--- src/lsfc_defines.svh ---
// Constants of the LCD screen format controller
// Behaviour
// - Cursor appears only in character mode, never in either graphic mode.
// - Effective mode is the OR of mode pins and mode register bits.
// - Character mode fetches bytes, rendered via character generator with attributes.
// - Graphic 1 shows 16-bit words directly; no attributes, no wide display.
// - Graphic 2 fetches 16-bit words, repeating each address for max raster + 1 rasters.
// - Row addresses advance by the virtual width; start address moves the view.
// - Character mode frames begin at the programmed start raster.
// - Wide display outputs each character byte twice, character mode only.
// - Attribute display uses mode bit 0 or attribute pin, character mode only.
// - Attribute word: code bits 7-0, bits 11-15 reverse, cursor, blink, blanks.
// - OR display merges low and high data bytes into one byte.
// - OR display applies no attribute effects.
// - While line latch clock is high, sixteen refresh addresses 00-FF are output.
// - Skew delays cursor, window, shift clock and data sampling by character times.
// - Skew pins: 00 none, low only one, high only two; both high forbidden.
// - Easy mode pin forces fixed format values, ignoring programmed ones.
// - Easy values: raster 7, cursor 6-7, width=displayed, duty 99/199, start 0.
// - Cursor blink bits: steady, off, every 32 frames, every 64 frames.
`ifndef LSFC_DEFINES_SVH
`define LSFC_DEFINES_SVH
`define LSFC_OFS_HTOTAL 8'h00
`define LSFC_OFS_HDISP 8'h04
`define LSFC_OFS_MAXRAS 8'h08
`define LSFC_OFS_CSTART 8'h0C
`define LSFC_OFS_CEND 8'h10
`define LSFC_OFS_SADDR 8'h14
`define LSFC_OFS_CADDR 8'h18
`define LSFC_OFS_VWIDTH 8'h1C
`define LSFC_OFS_DUTY 8'h20
`define LSFC_OFS_SRAS 8'h24
`define LSFC_OFS_MODE 8'h28
`define LSFC_OFS_STATUS 8'h2C
`define LSFC_RST_HTOTAL 8'h63
`define LSFC_RST_HDISP 8'h50
`define LSFC_RST_MAXRAS 5'h07
`define LSFC_RST_CSTART 7'h06
`define LSFC_RST_CEND 5'h07
`define LSFC_RST_DUTY 9'h0C7
`define LSFC_MODE_AT 0
`define LSFC_MODE_BLE 1
`define LSFC_MODE_WIDE 2
`define LSFC_MODE_GC 3
`define LSFC_MODE_OFF 4
`define LSFC_ATR_REV 11
`define LSFC_ATR_CUR 12
`define LSFC_ATR_BLINK 13
`define LSFC_ATR_WHITE 14
`define LSFC_ATR_BLACK 15
`define LSFC_BLINK_ON 2'h0
`define LSFC_BLINK_OFF 2'h1
`define LSFC_BLINK_32 2'h2
`define LSFC_BLINK_64 2'h3
`define LSFC_REFRESH_PER_LINE 9'h010
`define LSFC_EASY_MAXRAS 5'h07
`define LSFC_EASY_CSTART 5'h06
`define LSFC_EASY_CEND 5'h07
`define LSFC_EASY_DUTY_DUAL 9'h063
`define LSFC_EASY_DUTY_SINGLE 9'h0C7
`define LSFC_FIFO_DEPTH 16
`define LSFC_FIFO_WIDTH 18
`endif

--- src/lsfc_pkg.sv ---
// Types of the LCD screen format controller
package lsfc_pkg;
	typedef enum logic [1:0] {FMT_CHAR, FMT_GRAPH1, FMT_GRAPH2} lsfc_fmt_t;
	typedef struct packed {
		logic [2:0] ck_sync;
		logic ck_lvl;
		logic [7:0] pin_s1;
		logic [7:0] pin_s2;
		logic [7:0] pin_s3;
		logic [7:0] pins;
		logic [15:0] md_s1;
		logic [15:0] md_s2;
		logic [15:0] md_s3;
		logic [7:0] htotal;
		logic [7:0] hdisp;
		logic [4:0] maxras;
		logic [6:0] cstart;
		logic [4:0] cend;
		logic [15:0] saddr;
		logic [15:0] caddr;
		logic [7:0] vwidth;
		logic [8:0] duty;
		logic [4:0] sras;
		logic [4:0] mode;
		logic ovf;
		logic ack;
		logic [31:0] rdat;
		logic [7:0] hcnt;
		logic [4:0] raster;
		logic [8:0] line;
		logic [15:0] row_base;
		logic [5:0] frame;
		logic [7:0] ref_cnt;
		logic [1:0] skew;
		logic easy;
		logic [4:0] fpins;
		logic [15:0] ma;
		logic latch;
		logic [2:0] win_d;
		logic [2:0] cur_d;
		logic window;
		logic cursor;
		logic [17:0] ob;
		logic [1:0] ob_left;
		logic ob_phase;
		logic [7:0] lcd_data;
		logic shift_clk;
	} lsfc_state_t;
endpackage : lsfc_pkg

--- src/lsfc_top.sv ---
// Screen format controller with its display data FIFO
//
// Local design decisions: the Wishbone register port and the register addresses.
`timescale 1ns/1ns
`include "lsfc_defines.svh"

module lsfc_fifo #(
	parameter int WIDTH = `LSFC_FIFO_WIDTH,
	parameter int DEPTH = `LSFC_FIFO_DEPTH
) (
	input wire logic clk_i,
	input wire logic rst_i,
	input wire logic in_valid_i,
	output logic in_ready_o,
	input wire logic [WIDTH-1:0] in_data_i,
	output logic out_valid_o,
	input wire logic out_ready_i,
	output logic [WIDTH-1:0] out_data_o
);
	localparam int AW = $clog2(DEPTH);
	typedef struct packed {
		logic [AW:0] wr;
		logic [AW:0] rd;
	} lsfc_fifo_state_t;
	lsfc_fifo_state_t s;
	lsfc_fifo_state_t next_s;
	logic [WIDTH-1:0] mem [DEPTH];
	logic full;
	logic empty;
	assign empty = s.wr == s.rd;
	assign full = (s.wr[AW] != s.rd[AW]) && (s.wr[AW-1:0] == s.rd[AW-1:0]);
	assign in_ready_o = !full;
	assign out_valid_o = !empty;
	assign out_data_o = mem[s.rd[AW-1:0]];
	always_comb
	begin
		next_s = s;
		if (in_valid_i && !full)
			next_s.wr = s.wr + 1'b1;
		if (out_ready_i && !empty)
			next_s.rd = s.rd + 1'b1;
	end
	always_ff @(posedge clk_i)
	begin
		if (rst_i)
			s <= '0;
		else
			s <= next_s;
		if (in_valid_i && !full)
			mem[s.wr[AW-1:0]] <= in_data_i;
	end
	fifo_full_a: assert property (@(posedge clk_i) disable iff (rst_i)
		full && !(out_ready_i && !empty) |=> !in_ready_o)
		else $error("fifo accepted past full");
endmodule : lsfc_fifo

module lsfc_top #(
	parameter int FIFO_DEPTH = `LSFC_FIFO_DEPTH
) (
	input wire logic clk_i,
	input wire logic rst_i,
	input wire logic wb_cyc_i,
	input wire logic wb_stb_i,
	input wire logic wb_we_i,
	input wire logic [7:0] wb_adr_i,
	input wire logic [3:0] wb_sel_i,
	input wire logic [31:0] wb_dat_i,
	output logic [31:0] wb_dat_o,
	output logic wb_ack_o,
	input wire logic char_clk_i,
	input wire logic dual_screen_i,
	input wire logic graphic_select_i,
	input wire logic large_screen_select_i,
	input wire logic wide_select_i,
	input wire logic attribute_or_select_i,
	input wire logic easy_mode_i,
	input wire logic skew_select_low_i,
	input wire logic skew_select_high_i,
	input wire logic [15:0] memory_data_in_i,
	output logic [15:0] memory_address_out_o,
	output logic [4:0] raster_address_out_o,
	output logic line_latch_clock_o,
	output logic display_window_timing_o,
	output logic cursor_display_out_o,
	output logic pixel_shift_clock_o,
	output logic [7:0] lcd_data_o,
	input wire logic lcd_ready_i
);
	import lsfc_pkg::*;
	lsfc_state_t s;
	lsfc_state_t next_s;
	lsfc_fmt_t fmt;
	logic tick;
	logic wb_req;
	logic [4:0] mode_eff;
	logic [4:0] maxras_eff;
	logic [4:0] cs_eff;
	logic [4:0] ce_eff;
	logic [7:0] vwid_eff;
	logic [8:0] duty_eff;
	logic [4:0] sras_eff;
	logic [1:0] blink_sel;
	logic blink_ok;
	logic attr_blink;
	logic disp_now;
	logic latch_now;
	logic cur_now;
	logic [15:0] addr_now;
	logic win_skew;
	logic cur_skew;
	logic push;
	logic [17:0] push_data;
	logic [7:0] ch_byte;
	logic fifo_ready;
	logic fifo_valid;
	logic [17:0] fifo_data;
	logic pop;
	logic line_end;
	logic frame_end;

	assign tick = s.ck_sync[1] && s.ck_sync[2] && !s.ck_lvl;
	assign wb_req = wb_cyc_i && wb_stb_i && !s.ack;

	// Pin order: dual, graphic, large, wide, attr, easy, skew low, skew high
	always_comb
	begin
		mode_eff = (s.easy ? 5'h00 : s.mode) |
			{1'b0, s.fpins[1], s.fpins[3], 1'b0, s.fpins[4]};
		maxras_eff = s.easy ? `LSFC_EASY_MAXRAS : s.maxras;
		cs_eff = s.easy ? `LSFC_EASY_CSTART : s.cstart[4:0];
		ce_eff = s.easy ? `LSFC_EASY_CEND : s.cend;
		vwid_eff = s.easy ? s.hdisp : s.vwidth;
		duty_eff = !s.easy ? s.duty : (s.fpins[0] ?
			`LSFC_EASY_DUTY_DUAL : `LSFC_EASY_DUTY_SINGLE);
		sras_eff = s.easy ? 5'h00 : s.sras;
		// Graphic with attribute bit or large screen pin picks mode 1, with neither mode 2
		if (!mode_eff[`LSFC_MODE_GC])
			fmt = FMT_CHAR;
		else if (mode_eff[`LSFC_MODE_AT] || s.fpins[2])
			fmt = FMT_GRAPH1;
		else
			fmt = FMT_GRAPH2;
		blink_sel = s.easy ? `LSFC_BLINK_ON : s.cstart[6:5];
		unique case (blink_sel)
			`LSFC_BLINK_ON: blink_ok = 1'b1;
			`LSFC_BLINK_OFF: blink_ok = 1'b0;
			`LSFC_BLINK_32: blink_ok = s.frame[4];
			`LSFC_BLINK_64: blink_ok = s.frame[5];
		endcase
		attr_blink = mode_eff[`LSFC_MODE_BLE] && s.frame[5];
		disp_now = (s.hcnt < s.hdisp) && !mode_eff[`LSFC_MODE_OFF];
		latch_now = ({1'b0, s.hcnt} >= {1'b0, s.hdisp}) &&
			({1'b0, s.hcnt} < {1'b0, s.hdisp} + `LSFC_REFRESH_PER_LINE);
		addr_now = s.row_base + {8'h00, s.hcnt};
		cur_now = (fmt == FMT_CHAR) && disp_now && blink_ok &&
			(addr_now == s.caddr) &&
			(s.raster >= cs_eff) && (s.raster <= ce_eff);
		// Delay taps; both pins high keeps the last skew, so skew 3 never occurs
		unique case (s.skew)
			2'h1: win_skew = s.win_d[0];
			2'h2: win_skew = s.win_d[1];
			default: win_skew = disp_now;
		endcase
		unique case (s.skew)
			2'h1: cur_skew = s.cur_d[0];
			2'h2: cur_skew = s.cur_d[1];
			default: cur_skew = cur_now;
		endcase
	end

	// Character byte: font row on the low byte, attribute on the high one
	always_comb
	begin
		ch_byte = s.md_s3[7:0];
		if (!mode_eff[`LSFC_MODE_AT])
			ch_byte = s.md_s3[7:0] | s.md_s3[15:8];
		else
		begin
			if (s.md_s3[`LSFC_ATR_REV])
				ch_byte = ~ch_byte;
			if (s.md_s3[`LSFC_ATR_BLINK] && attr_blink)
				ch_byte = 8'h00;
			if (s.md_s3[`LSFC_ATR_CUR])
				ch_byte = ~ch_byte;
			if (s.md_s3[`LSFC_ATR_WHITE])
				ch_byte = 8'h00;
			if (s.md_s3[`LSFC_ATR_BLACK])
				ch_byte = 8'hFF;
		end
		// Bit 17 marks a 16-bit word, bit 16 a doubled byte
		if (fmt == FMT_CHAR)
			push_data = {1'b0, mode_eff[`LSFC_MODE_WIDE], 8'h00, ch_byte};
		else
			push_data = {2'b10, s.md_s3};
	end

	assign push = tick && win_skew;
	assign pop = fifo_valid && s.ob_left == 2'h0;
	assign line_end = tick && (s.hcnt >= s.htotal);
	assign frame_end = line_end && (s.line >= duty_eff);

	lsfc_fifo #(
		.WIDTH(`LSFC_FIFO_WIDTH),
		.DEPTH(FIFO_DEPTH)
	) u_fifo (
		.clk_i(clk_i),
		.rst_i(rst_i),
		.in_valid_i(push),
		.in_ready_o(fifo_ready),
		.in_data_i(push_data),
		.out_valid_o(fifo_valid),
		.out_ready_i(pop),
		.out_data_o(fifo_data)
	);

	always_comb
	begin
		next_s = s;
		next_s.ck_sync = {s.ck_sync[1:0], char_clk_i};
		if (s.ck_sync[1] == s.ck_sync[2])
			next_s.ck_lvl = s.ck_sync[2];
		next_s.pin_s1 = {skew_select_high_i, skew_select_low_i, easy_mode_i,
			attribute_or_select_i, wide_select_i, large_screen_select_i,
			graphic_select_i, dual_screen_i};
		next_s.pin_s2 = s.pin_s1;
		next_s.pin_s3 = s.pin_s2;
		for (int i = 0; i < 8; i++)
			if (s.pin_s2[i] == s.pin_s3[i])
				next_s.pins[i] = s.pin_s3[i];
		next_s.md_s1 = memory_data_in_i;
		next_s.md_s2 = s.md_s1;
		next_s.md_s3 = s.md_s2;

		next_s.ack = wb_req;
		next_s.rdat = 32'h0000_0000;
		if (wb_req && !wb_we_i)
			unique case (wb_adr_i)
				`LSFC_OFS_HTOTAL: next_s.rdat = {24'h00_0000, s.htotal};
				`LSFC_OFS_HDISP: next_s.rdat = {24'h00_0000, s.hdisp};
				`LSFC_OFS_MAXRAS: next_s.rdat = {27'h000_0000, s.maxras};
				`LSFC_OFS_CSTART: next_s.rdat = {25'h000_0000, s.cstart};
				`LSFC_OFS_CEND: next_s.rdat = {27'h000_0000, s.cend};
				`LSFC_OFS_SADDR: next_s.rdat = {16'h0000, s.saddr};
				`LSFC_OFS_CADDR: next_s.rdat = {16'h0000, s.caddr};
				`LSFC_OFS_VWIDTH: next_s.rdat = {24'h00_0000, s.vwidth};
				`LSFC_OFS_DUTY: next_s.rdat = {23'h00_0000, s.duty};
				`LSFC_OFS_SRAS: next_s.rdat = {27'h000_0000, s.sras};
				`LSFC_OFS_MODE: next_s.rdat = {27'h000_0000, s.mode};
				`LSFC_OFS_STATUS: next_s.rdat = {s.ovf, 3'h0, s.skew, s.easy,
					fmt, s.frame, s.raster, s.line, 3'h0};
				default: next_s.rdat = 32'h0000_0000;
			endcase
		if (wb_req && wb_we_i && wb_sel_i[0])
			unique case (wb_adr_i)
				`LSFC_OFS_HTOTAL: next_s.htotal = wb_dat_i[7:0];
				`LSFC_OFS_HDISP: next_s.hdisp = wb_dat_i[7:0];
				`LSFC_OFS_MAXRAS: next_s.maxras = wb_dat_i[4:0];
				`LSFC_OFS_CSTART: next_s.cstart = wb_dat_i[6:0];
				`LSFC_OFS_CEND: next_s.cend = wb_dat_i[4:0];
				`LSFC_OFS_SADDR: next_s.saddr[7:0] = wb_dat_i[7:0];
				`LSFC_OFS_CADDR: next_s.caddr[7:0] = wb_dat_i[7:0];
				`LSFC_OFS_VWIDTH: next_s.vwidth = wb_dat_i[7:0];
				`LSFC_OFS_DUTY: next_s.duty[7:0] = wb_dat_i[7:0];
				`LSFC_OFS_SRAS: next_s.sras = wb_dat_i[4:0];
				`LSFC_OFS_MODE: next_s.mode = wb_dat_i[4:0];
				default: next_s.ovf = s.ovf;
			endcase
		if (wb_req && wb_we_i && wb_sel_i[1])
			unique case (wb_adr_i)
				`LSFC_OFS_SADDR: next_s.saddr[15:8] = wb_dat_i[15:8];
				`LSFC_OFS_CADDR: next_s.caddr[15:8] = wb_dat_i[15:8];
				`LSFC_OFS_DUTY: next_s.duty[8] = wb_dat_i[8];
				default: next_s.ovf = s.ovf;
			endcase
		if (wb_req && wb_we_i && wb_sel_i[3] && wb_adr_i == `LSFC_OFS_STATUS
			&& wb_dat_i[31])
			next_s.ovf = 1'b0;
		// A word lost to a full FIFO outranks a clear in the same cycle
		if (push && !fifo_ready)
			next_s.ovf = 1'b1;

		if (tick)
		begin
			next_s.hcnt = line_end ? 8'h00 : s.hcnt + 8'h01;
			next_s.win_d = {s.win_d[1:0], disp_now};
			next_s.cur_d = {s.cur_d[1:0], cur_now};
			next_s.window = win_skew;
			next_s.cursor = cur_skew;
			next_s.latch = latch_now;
			if (latch_now)
			begin
				next_s.ma = {8'h00, s.ref_cnt};
				next_s.ref_cnt = s.ref_cnt + 8'h01;
			end
			else
				next_s.ma = addr_now;
		end
		if (line_end)
		begin
			next_s.line = s.line + 9'h001;
			if (fmt == FMT_GRAPH1 || s.raster >= maxras_eff)
			begin
				next_s.raster = 5'h00;
				next_s.row_base = s.row_base + {8'h00, vwid_eff};
			end
			else
				next_s.raster = s.raster + 5'h01;
		end
		if (frame_end)
		begin
			next_s.line = 9'h000;
			next_s.raster = (fmt == FMT_CHAR) ? sras_eff : 5'h00;
			next_s.row_base = s.saddr;
			next_s.frame = s.frame + 6'h01;
			next_s.skew = s.pins[7:6] == 2'h3 ? s.skew :
				{s.pins[7], s.pins[6] & !s.pins[7]};
			next_s.easy = s.pins[5];
			next_s.fpins = s.pins[4:0];
		end

		// Output stage: one byte per two clocks while the drivers accept
		if (pop)
		begin
			next_s.ob = fifo_data;
			next_s.ob_left = (fifo_data[17] || fifo_data[16]) ? 2'h2 : 2'h1;
			next_s.ob_phase = 1'b0;
		end
		else if (s.ob_left != 2'h0 && lcd_ready_i)
		begin
			next_s.ob_phase = !s.ob_phase;
			if (!s.ob_phase)
				next_s.lcd_data = (s.ob[17] && s.ob_left == 2'h2) ?
					s.ob[15:8] : s.ob[7:0];
			else
				next_s.ob_left = s.ob_left - 2'h1;
		end
		next_s.shift_clk = (s.ob_left != 2'h0) && lcd_ready_i && !s.ob_phase
			&& !pop;
	end

	always_ff @(posedge clk_i)
	begin
		if (rst_i)
		begin
			s <= '0;
			s.htotal <= `LSFC_RST_HTOTAL;
			s.hdisp <= `LSFC_RST_HDISP;
			s.maxras <= `LSFC_RST_MAXRAS;
			s.cstart <= `LSFC_RST_CSTART;
			s.cend <= `LSFC_RST_CEND;
			s.vwidth <= `LSFC_RST_HDISP;
			s.duty <= `LSFC_RST_DUTY;
		end
		else
			s <= next_s;
	end

	assign wb_ack_o = s.ack;
	assign wb_dat_o = s.rdat;
	assign memory_address_out_o = s.ma;
	assign raster_address_out_o = s.raster;
	assign line_latch_clock_o = s.latch;
	assign display_window_timing_o = s.window;
	assign cursor_display_out_o = s.cursor;
	assign pixel_shift_clock_o = s.shift_clk;
	assign lcd_data_o = s.lcd_data;

	wb_ack_once_a: assert property (@(posedge clk_i) disable iff (rst_i)
		wb_cyc_i && wb_stb_i && !wb_ack_o |=> wb_ack_o ##1 !wb_ack_o)
		else $error("bus ack not a single pulse");
	cursor_char_a: assert property (@(posedge clk_i) disable iff (rst_i)
		tick && fmt != FMT_CHAR && s.skew == 2'h0 |=> !cursor_display_out_o)
		else $error("cursor shown outside character mode");
	refresh_addr_a: assert property (@(posedge clk_i) disable iff (rst_i)
		line_latch_clock_o |-> memory_address_out_o[15:8] == 8'h00)
		else $error("refresh address out of range");
	easy_raster_a: assert property (@(posedge clk_i) disable iff (rst_i)
		s.easy && line_end |=> raster_address_out_o <= `LSFC_EASY_MAXRAS)
		else $error("easy mode raster above fixed limit");
	graph1_raster_a: assert property (@(posedge clk_i) disable iff (rst_i)
		line_end && fmt == FMT_GRAPH1 |=> raster_address_out_o == 5'h00)
		else $error("graphic 1 raster not zero");
	start_raster_a: assert property (@(posedge clk_i) disable iff (rst_i)
		frame_end && fmt == FMT_CHAR |=> raster_address_out_o == $past(sras_eff))
		else $error("frame did not start at start raster");
	or_merge_a: assert property (@(posedge clk_i) disable iff (rst_i)
		push && fmt == FMT_CHAR && !mode_eff[`LSFC_MODE_AT] |->
		push_data[7:0] == (s.md_s3[7:0] | s.md_s3[15:8]))
		else $error("OR byte wrong");
	wide_twice_a: assert property (@(posedge clk_i) disable iff (rst_i)
		pop && fifo_data[16] |=> s.ob_left == 2'h2)
		else $error("wide byte not doubled");
	skew_one_a: assert property (@(posedge clk_i) disable iff (rst_i)
		tick && s.skew == 2'h1 |=> display_window_timing_o == $past(s.win_d[0]))
		else $error("one character skew wrong");
endmodule : lsfc_top

--- config.mk ---
export PLATFORM = sky130hd
export DESIGN_NAME = lsfc_top
export DESIGN_NICKNAME = d
export VERILOG_FILES = /design/src/lsfc_pkg.sv /design/src/lsfc_top.sv
export VERILOG_INCLUDE_DIRS = /design/src /design/src/src
export SDC_FILE = /design/constraint.sdc
export NUM_CORES = 1
export LEC_CHECK = 0
export BUFFER_PORTS_ARGS = -buffer_cell sky130_fd_sc_hd__buf_4
export CAP_MARGIN = 20
export CORE_MARGIN = 2
export CORE_UTILIZATION = 43
export CTS_BUF_LIST = sky130_fd_sc_hd__clkbuf_8 sky130_fd_sc_hd__clkbuf_16
export CTS_CLUSTER_SIZE = 30
export DETAILED_ROUTE_END_ITERATION = 7
export HOLD_SLACK_MARGIN = 0.1
export PLACE_DENSITY_LB_ADDON = 0.05
export SETUP_SLACK_MARGIN = 0.2
export SYNTH_ARGS = -nofsm -noshare
export SYNTH_HDL_FRONTEND = slang
export SYNTH_SLANG_ARGS = --single-unit
--- constraint.sdc ---
create_clock -name clk_i -period 7.49 [get_ports clk_i]
set_input_delay 0.3745 -clock clk_i [delete_from_list [all_inputs] [get_ports clk_i]]
set_output_delay 0.3745 -clock clk_i [all_outputs]
set_load 0.05 [all_outputs]
==> flow_metrics.py <==
metrics = {
    "sta": {
        "tns_ns": 0,
        "hold-worst-slack_ns": 0.1480,
        "setup_violations": 0,
        "relSlewSlack": 0.2907,
        "maxSlewViolCount": 0,
        "rsz0062_at_grt": "no",
        "worstMarginPinSlew_ns": 1.064,
        "hold_viol": 0,
        "fin_crit_ns": 4.269,
        "skew_ns": 0.02054,
        "timing.fmax_ghz": 0.2342,
        "fin_crit_sh": 0.5700,
    },
    "pwr": {
        "intPower_w": 0.005893,
        "clkPwrFrac": 0.457,
        "peakVddDrop_mv": 0.1769,
        "power_frac_comb": 0.065,
        "leakagePower_nw": 11.13,
        "power_density_nw_per_um2": 247.0,
        "power.net_switching_w": 0.001703,
        "seqPwrFrac": 0.477,
        "power.share.switching": 0.2242,
    },
    "setup_path": {
        "slowest_stage": "nor3_2",
        "rrSetupSlack_ns": 3.22,
        "endpoint_kind": "flop",
        "crit_fanout": 12,
        "r2r_start": "s[226]$_SDFFE_PP0P_",
        "path_cells": "inv_1 -> ha_1 -> nor2b_1 -> o211ai_2 -> nand2_1 -> a221o_1 -> a2111oi_4 -> nand2_1 -> nor3_2 -> buf_4",
        "timing.rr.end": "u_fifo.mem[1][7]$_DFFE_PP_",
        "max_stage_delay_ns": 0.75,
        "rr_worst_depth": 10,
        "cp.arrival_ns": 4.54,
        "critPathKind": "flop to flop",
        "startpoint": "s[226]$_SDFFE_PP0P_",
        "crit_top_cell": "nand2_1",
        "cp_num_buf_inv": 2,
        "cp_data_required_time_ns": 7.76,
        "critPathTopFamily": "simple AND/OR/NAND/NOR gates",
        "startpoint_type": "flop",
    },
    "floorplanning": {
        "fp.dieW_um": 252.8,
        "core_area_um2": 61480,
        "initial_core_util": 0.4330,
        "ioPinCount": 141,
        "std_cell_rows": 91,
        "dieArea_um2": 63920,
        "die_h_um": 252.8,
    },
    "placed_design": {
        "place_area_um2": 27970,
        "dp_hpwl_um": 47780,
        "finalWeightedCongestion": 0.9086,
        "numPortBuffers": 121,
    },
    "global_route": {
        "antenna_found_initial": 2,
        "grt_pass1_wl_um": 108600,
        "grt_use_total": 0.2274,
        "grt_max_degree": 107,
        "grt_pass1_vias": 17120,
        "globalRouteOverflowTotal": 0,
    },
    "drt": {
        "dr.pass1.iters": 8,
        "drt_iter0_drc": 1417,
        "wirelength_um": 72400,
        "vias": 17820,
        "drc": 0,
        "routedWlPerCell_um": 22.65,
        "antenna_left": 0,
        "viasPerCell": 5.572,
    },
    "clock_tree": {
        "cts.clk_slew.worst_paths_ns": 0.06,
        "postCtsSetupBuffers": 0,
        "cts-htree-levels": 3,
        "post_cts_resized": 0,
        "root_buffer": "clkbuf_16",
        "clk_latency_ns": 0.60,
        "cts_sinks": 621,
        "clockBufferDepth": 3,
        "numCtsBuffers": 70,
        "holdBufCountCts": 39,
        "cts_tree": "built",
    },
    "hold_path": {
        "min_to": "s[235]$_SDFFE_PP0P_",
        "hold_class": "primary input to flop",
        "min_from": "wb_dat_i[2]",
        "hold_path_depth": 3,
    },
    "synthesis": {
        "ys_warn_count": 0,
        "synth.top_cell.area_share": 0.3249,
        "synth_edf_count": 288,
        "syn_area_per_cell_um2": 11.82,
        "yosysSeqAreaShare": 0.5753,
        "synth_flop_cell": "dfxtp_1",
        "syn-cell-area_um2": 26620,
        "async_flop_share": 0,
        "yosysUniqueCellTypes": 75,
        "synth.largest_area_cell": "edfxtp_1",
        "ys_ff_latch": 621,
        "post_synth_inst_count": 2252,
        "synth.area.top_cells": "edfxtp_1 32%, dfxtp_1 25%, mux4_2 7.6%",
    },
    "layout": {
        "final_nets": 2504,
        "stdcell_area_um2": 30750,
        "layout_common_cells": "331 x dfxtp_1, 288 x edfxtp_1, 222 x nand2_1",
        "synthToLayoutAreaGrowth_pct": 15.51,
        "drive_gt1_frac": 0.1708,
        "final_common_cell": "dfxtp_1",
    },
    "flow_run": {
        "maxCapViolCount": 0,
    },
    "status": {
        "run_status": "finished, final reports clean",
    },
}
## Yosys cell counts, types with 4 or more instances
master     number
a2111oi_0       4
a211oi_1       11
a21o_1         11
a21oi_1       136
a221oi_1       18
a222oi_1       11
a22o_1         12
a22oi_1        14
a311oi_1       15
a31oi_1        10
and2_1         22
and3_1          8
and4_1          5
buf_1          12
buf_2          17
buf_4          62
clkbuf_1       91
dfxtp_1       333
edfxtp_1      288
ha_1           77
inv_1          41
mux2_2         12
mux2i_1        45
mux4_2         90
nand2_1       222
nand2b_1       17
nand3_1       108
nand3b_1        6
nand4_1        20
nor2_1        181
nor2b_1        86
nor3_1         36
nor4_1         11
o211ai_1        4
o21a_1         14
o21ai_0        52
o22ai_1         4
or2_2           6
or3_1          10
xnor2_1        39
xor2_1         43
## worst max path at each step
stage	endpoint	slack, ns	depth (start not counted)
final	u_fifo.mem[1][7]$_DFFE_PP_	3.22	10
after global placement	u_fifo.mem[3][17]$_DFFE_PP_	3.34	10
after detailed placement	u_fifo.mem[0][17]$_DFFE_PP_	3.18	10
after CTS	u_fifo.mem[0][7]$_DFFE_PP_	3.17	10
after floorplan	u_fifo.mem[3][0]$_DFFE_PP_	3.60	8
after global routing	u_fifo.mem[1][17]$_DFFE_PP_	2.98	10
## per-stage QoR
step	cells	power, W	util	setup WS [ns]
after global routing	3196	0.007857	0.5001	2.982
after floorplan	2254	0.004050	-	3.603
final	3197	0.007595	0.5001	3.221
after global placement	3025	0.004182	0.4549	3.342
after detailed placement	3025	0.004186	0.4549	3.176
after CTS	3192	0.007679	0.4995	3.173
## sequential cells by signal, indices dropped and copies added, names as in the netlist, named ones only
signal                   cells
line_latch_clock_o           1
u_fifo.mem                 288
memory_address_out_o        16
pixel_shift_clock_o          1
u_fifo.s                    10
wb_dat_o                    29
s                          206
raster_address_out_o         5
lcd_data_o                   8
next_s                      50
display_window_timing_o      1
cursor_display_out_o         1
wb_ack_o                     1
## area by class of cell
class                      count  area, um2
fill                        5397      30730
clock buffer                  83       1976
sequential                   621      15320
inverter                      42      157.7
multi-input combinational   1409      10270
tap                          790      988.4
clock inverter                45      372.9
antenna                        1      2.502
timing repair buffer         206       1659
## routing by layer
layer	global-route usage	up-vias	share of wire
met5	0	-	0.00018
met4	0.05680	2	0.015
li1	-	8362	-
met1	0.3422	8883	0.48
met3	0.04492	73	0.066
met2	0.3358	495	0.44
## power groups by stage
stage	sequential [W]	clock, W	combinational (W)
2_1_floorplan	0.00366	0	0.000390
3_3_place_gp	0.00370	0	0.000480
3_5_place_dp	0.00370	0	0.000484
4_1_cts	0.00363	0.00355	0.000501
5_1_grt	0.00363	0.00369	0.000534
6_report	0.00363	0.00347	0.000495
## kinds of logic (layout without fill, tap and decap cells)
logic type	Yosys count	after routing	share of synthesized area
xor+xnor	83	83	0.02782
compound gates	349	349	0.08723
buf+inv	224	376	0.04112
simple gates	748	748	0.1326
fa+ha+maj	79	79	0.03769
flops	621	621	0.5753
other cells	1	4	0.0001409
mux	147	147	0.09813
## tightest hold or removal path: cells and delay by family
| family | cells | cell delay, ns |
|---|---|---|
| and+or+nand+nor | 1 | 0.08 |
| buffers and inverters | 1 | 0.18 |
| AOI/OAI and AO/OA | 1 | 0.06 |
Power figures use the tool's default switching activity.
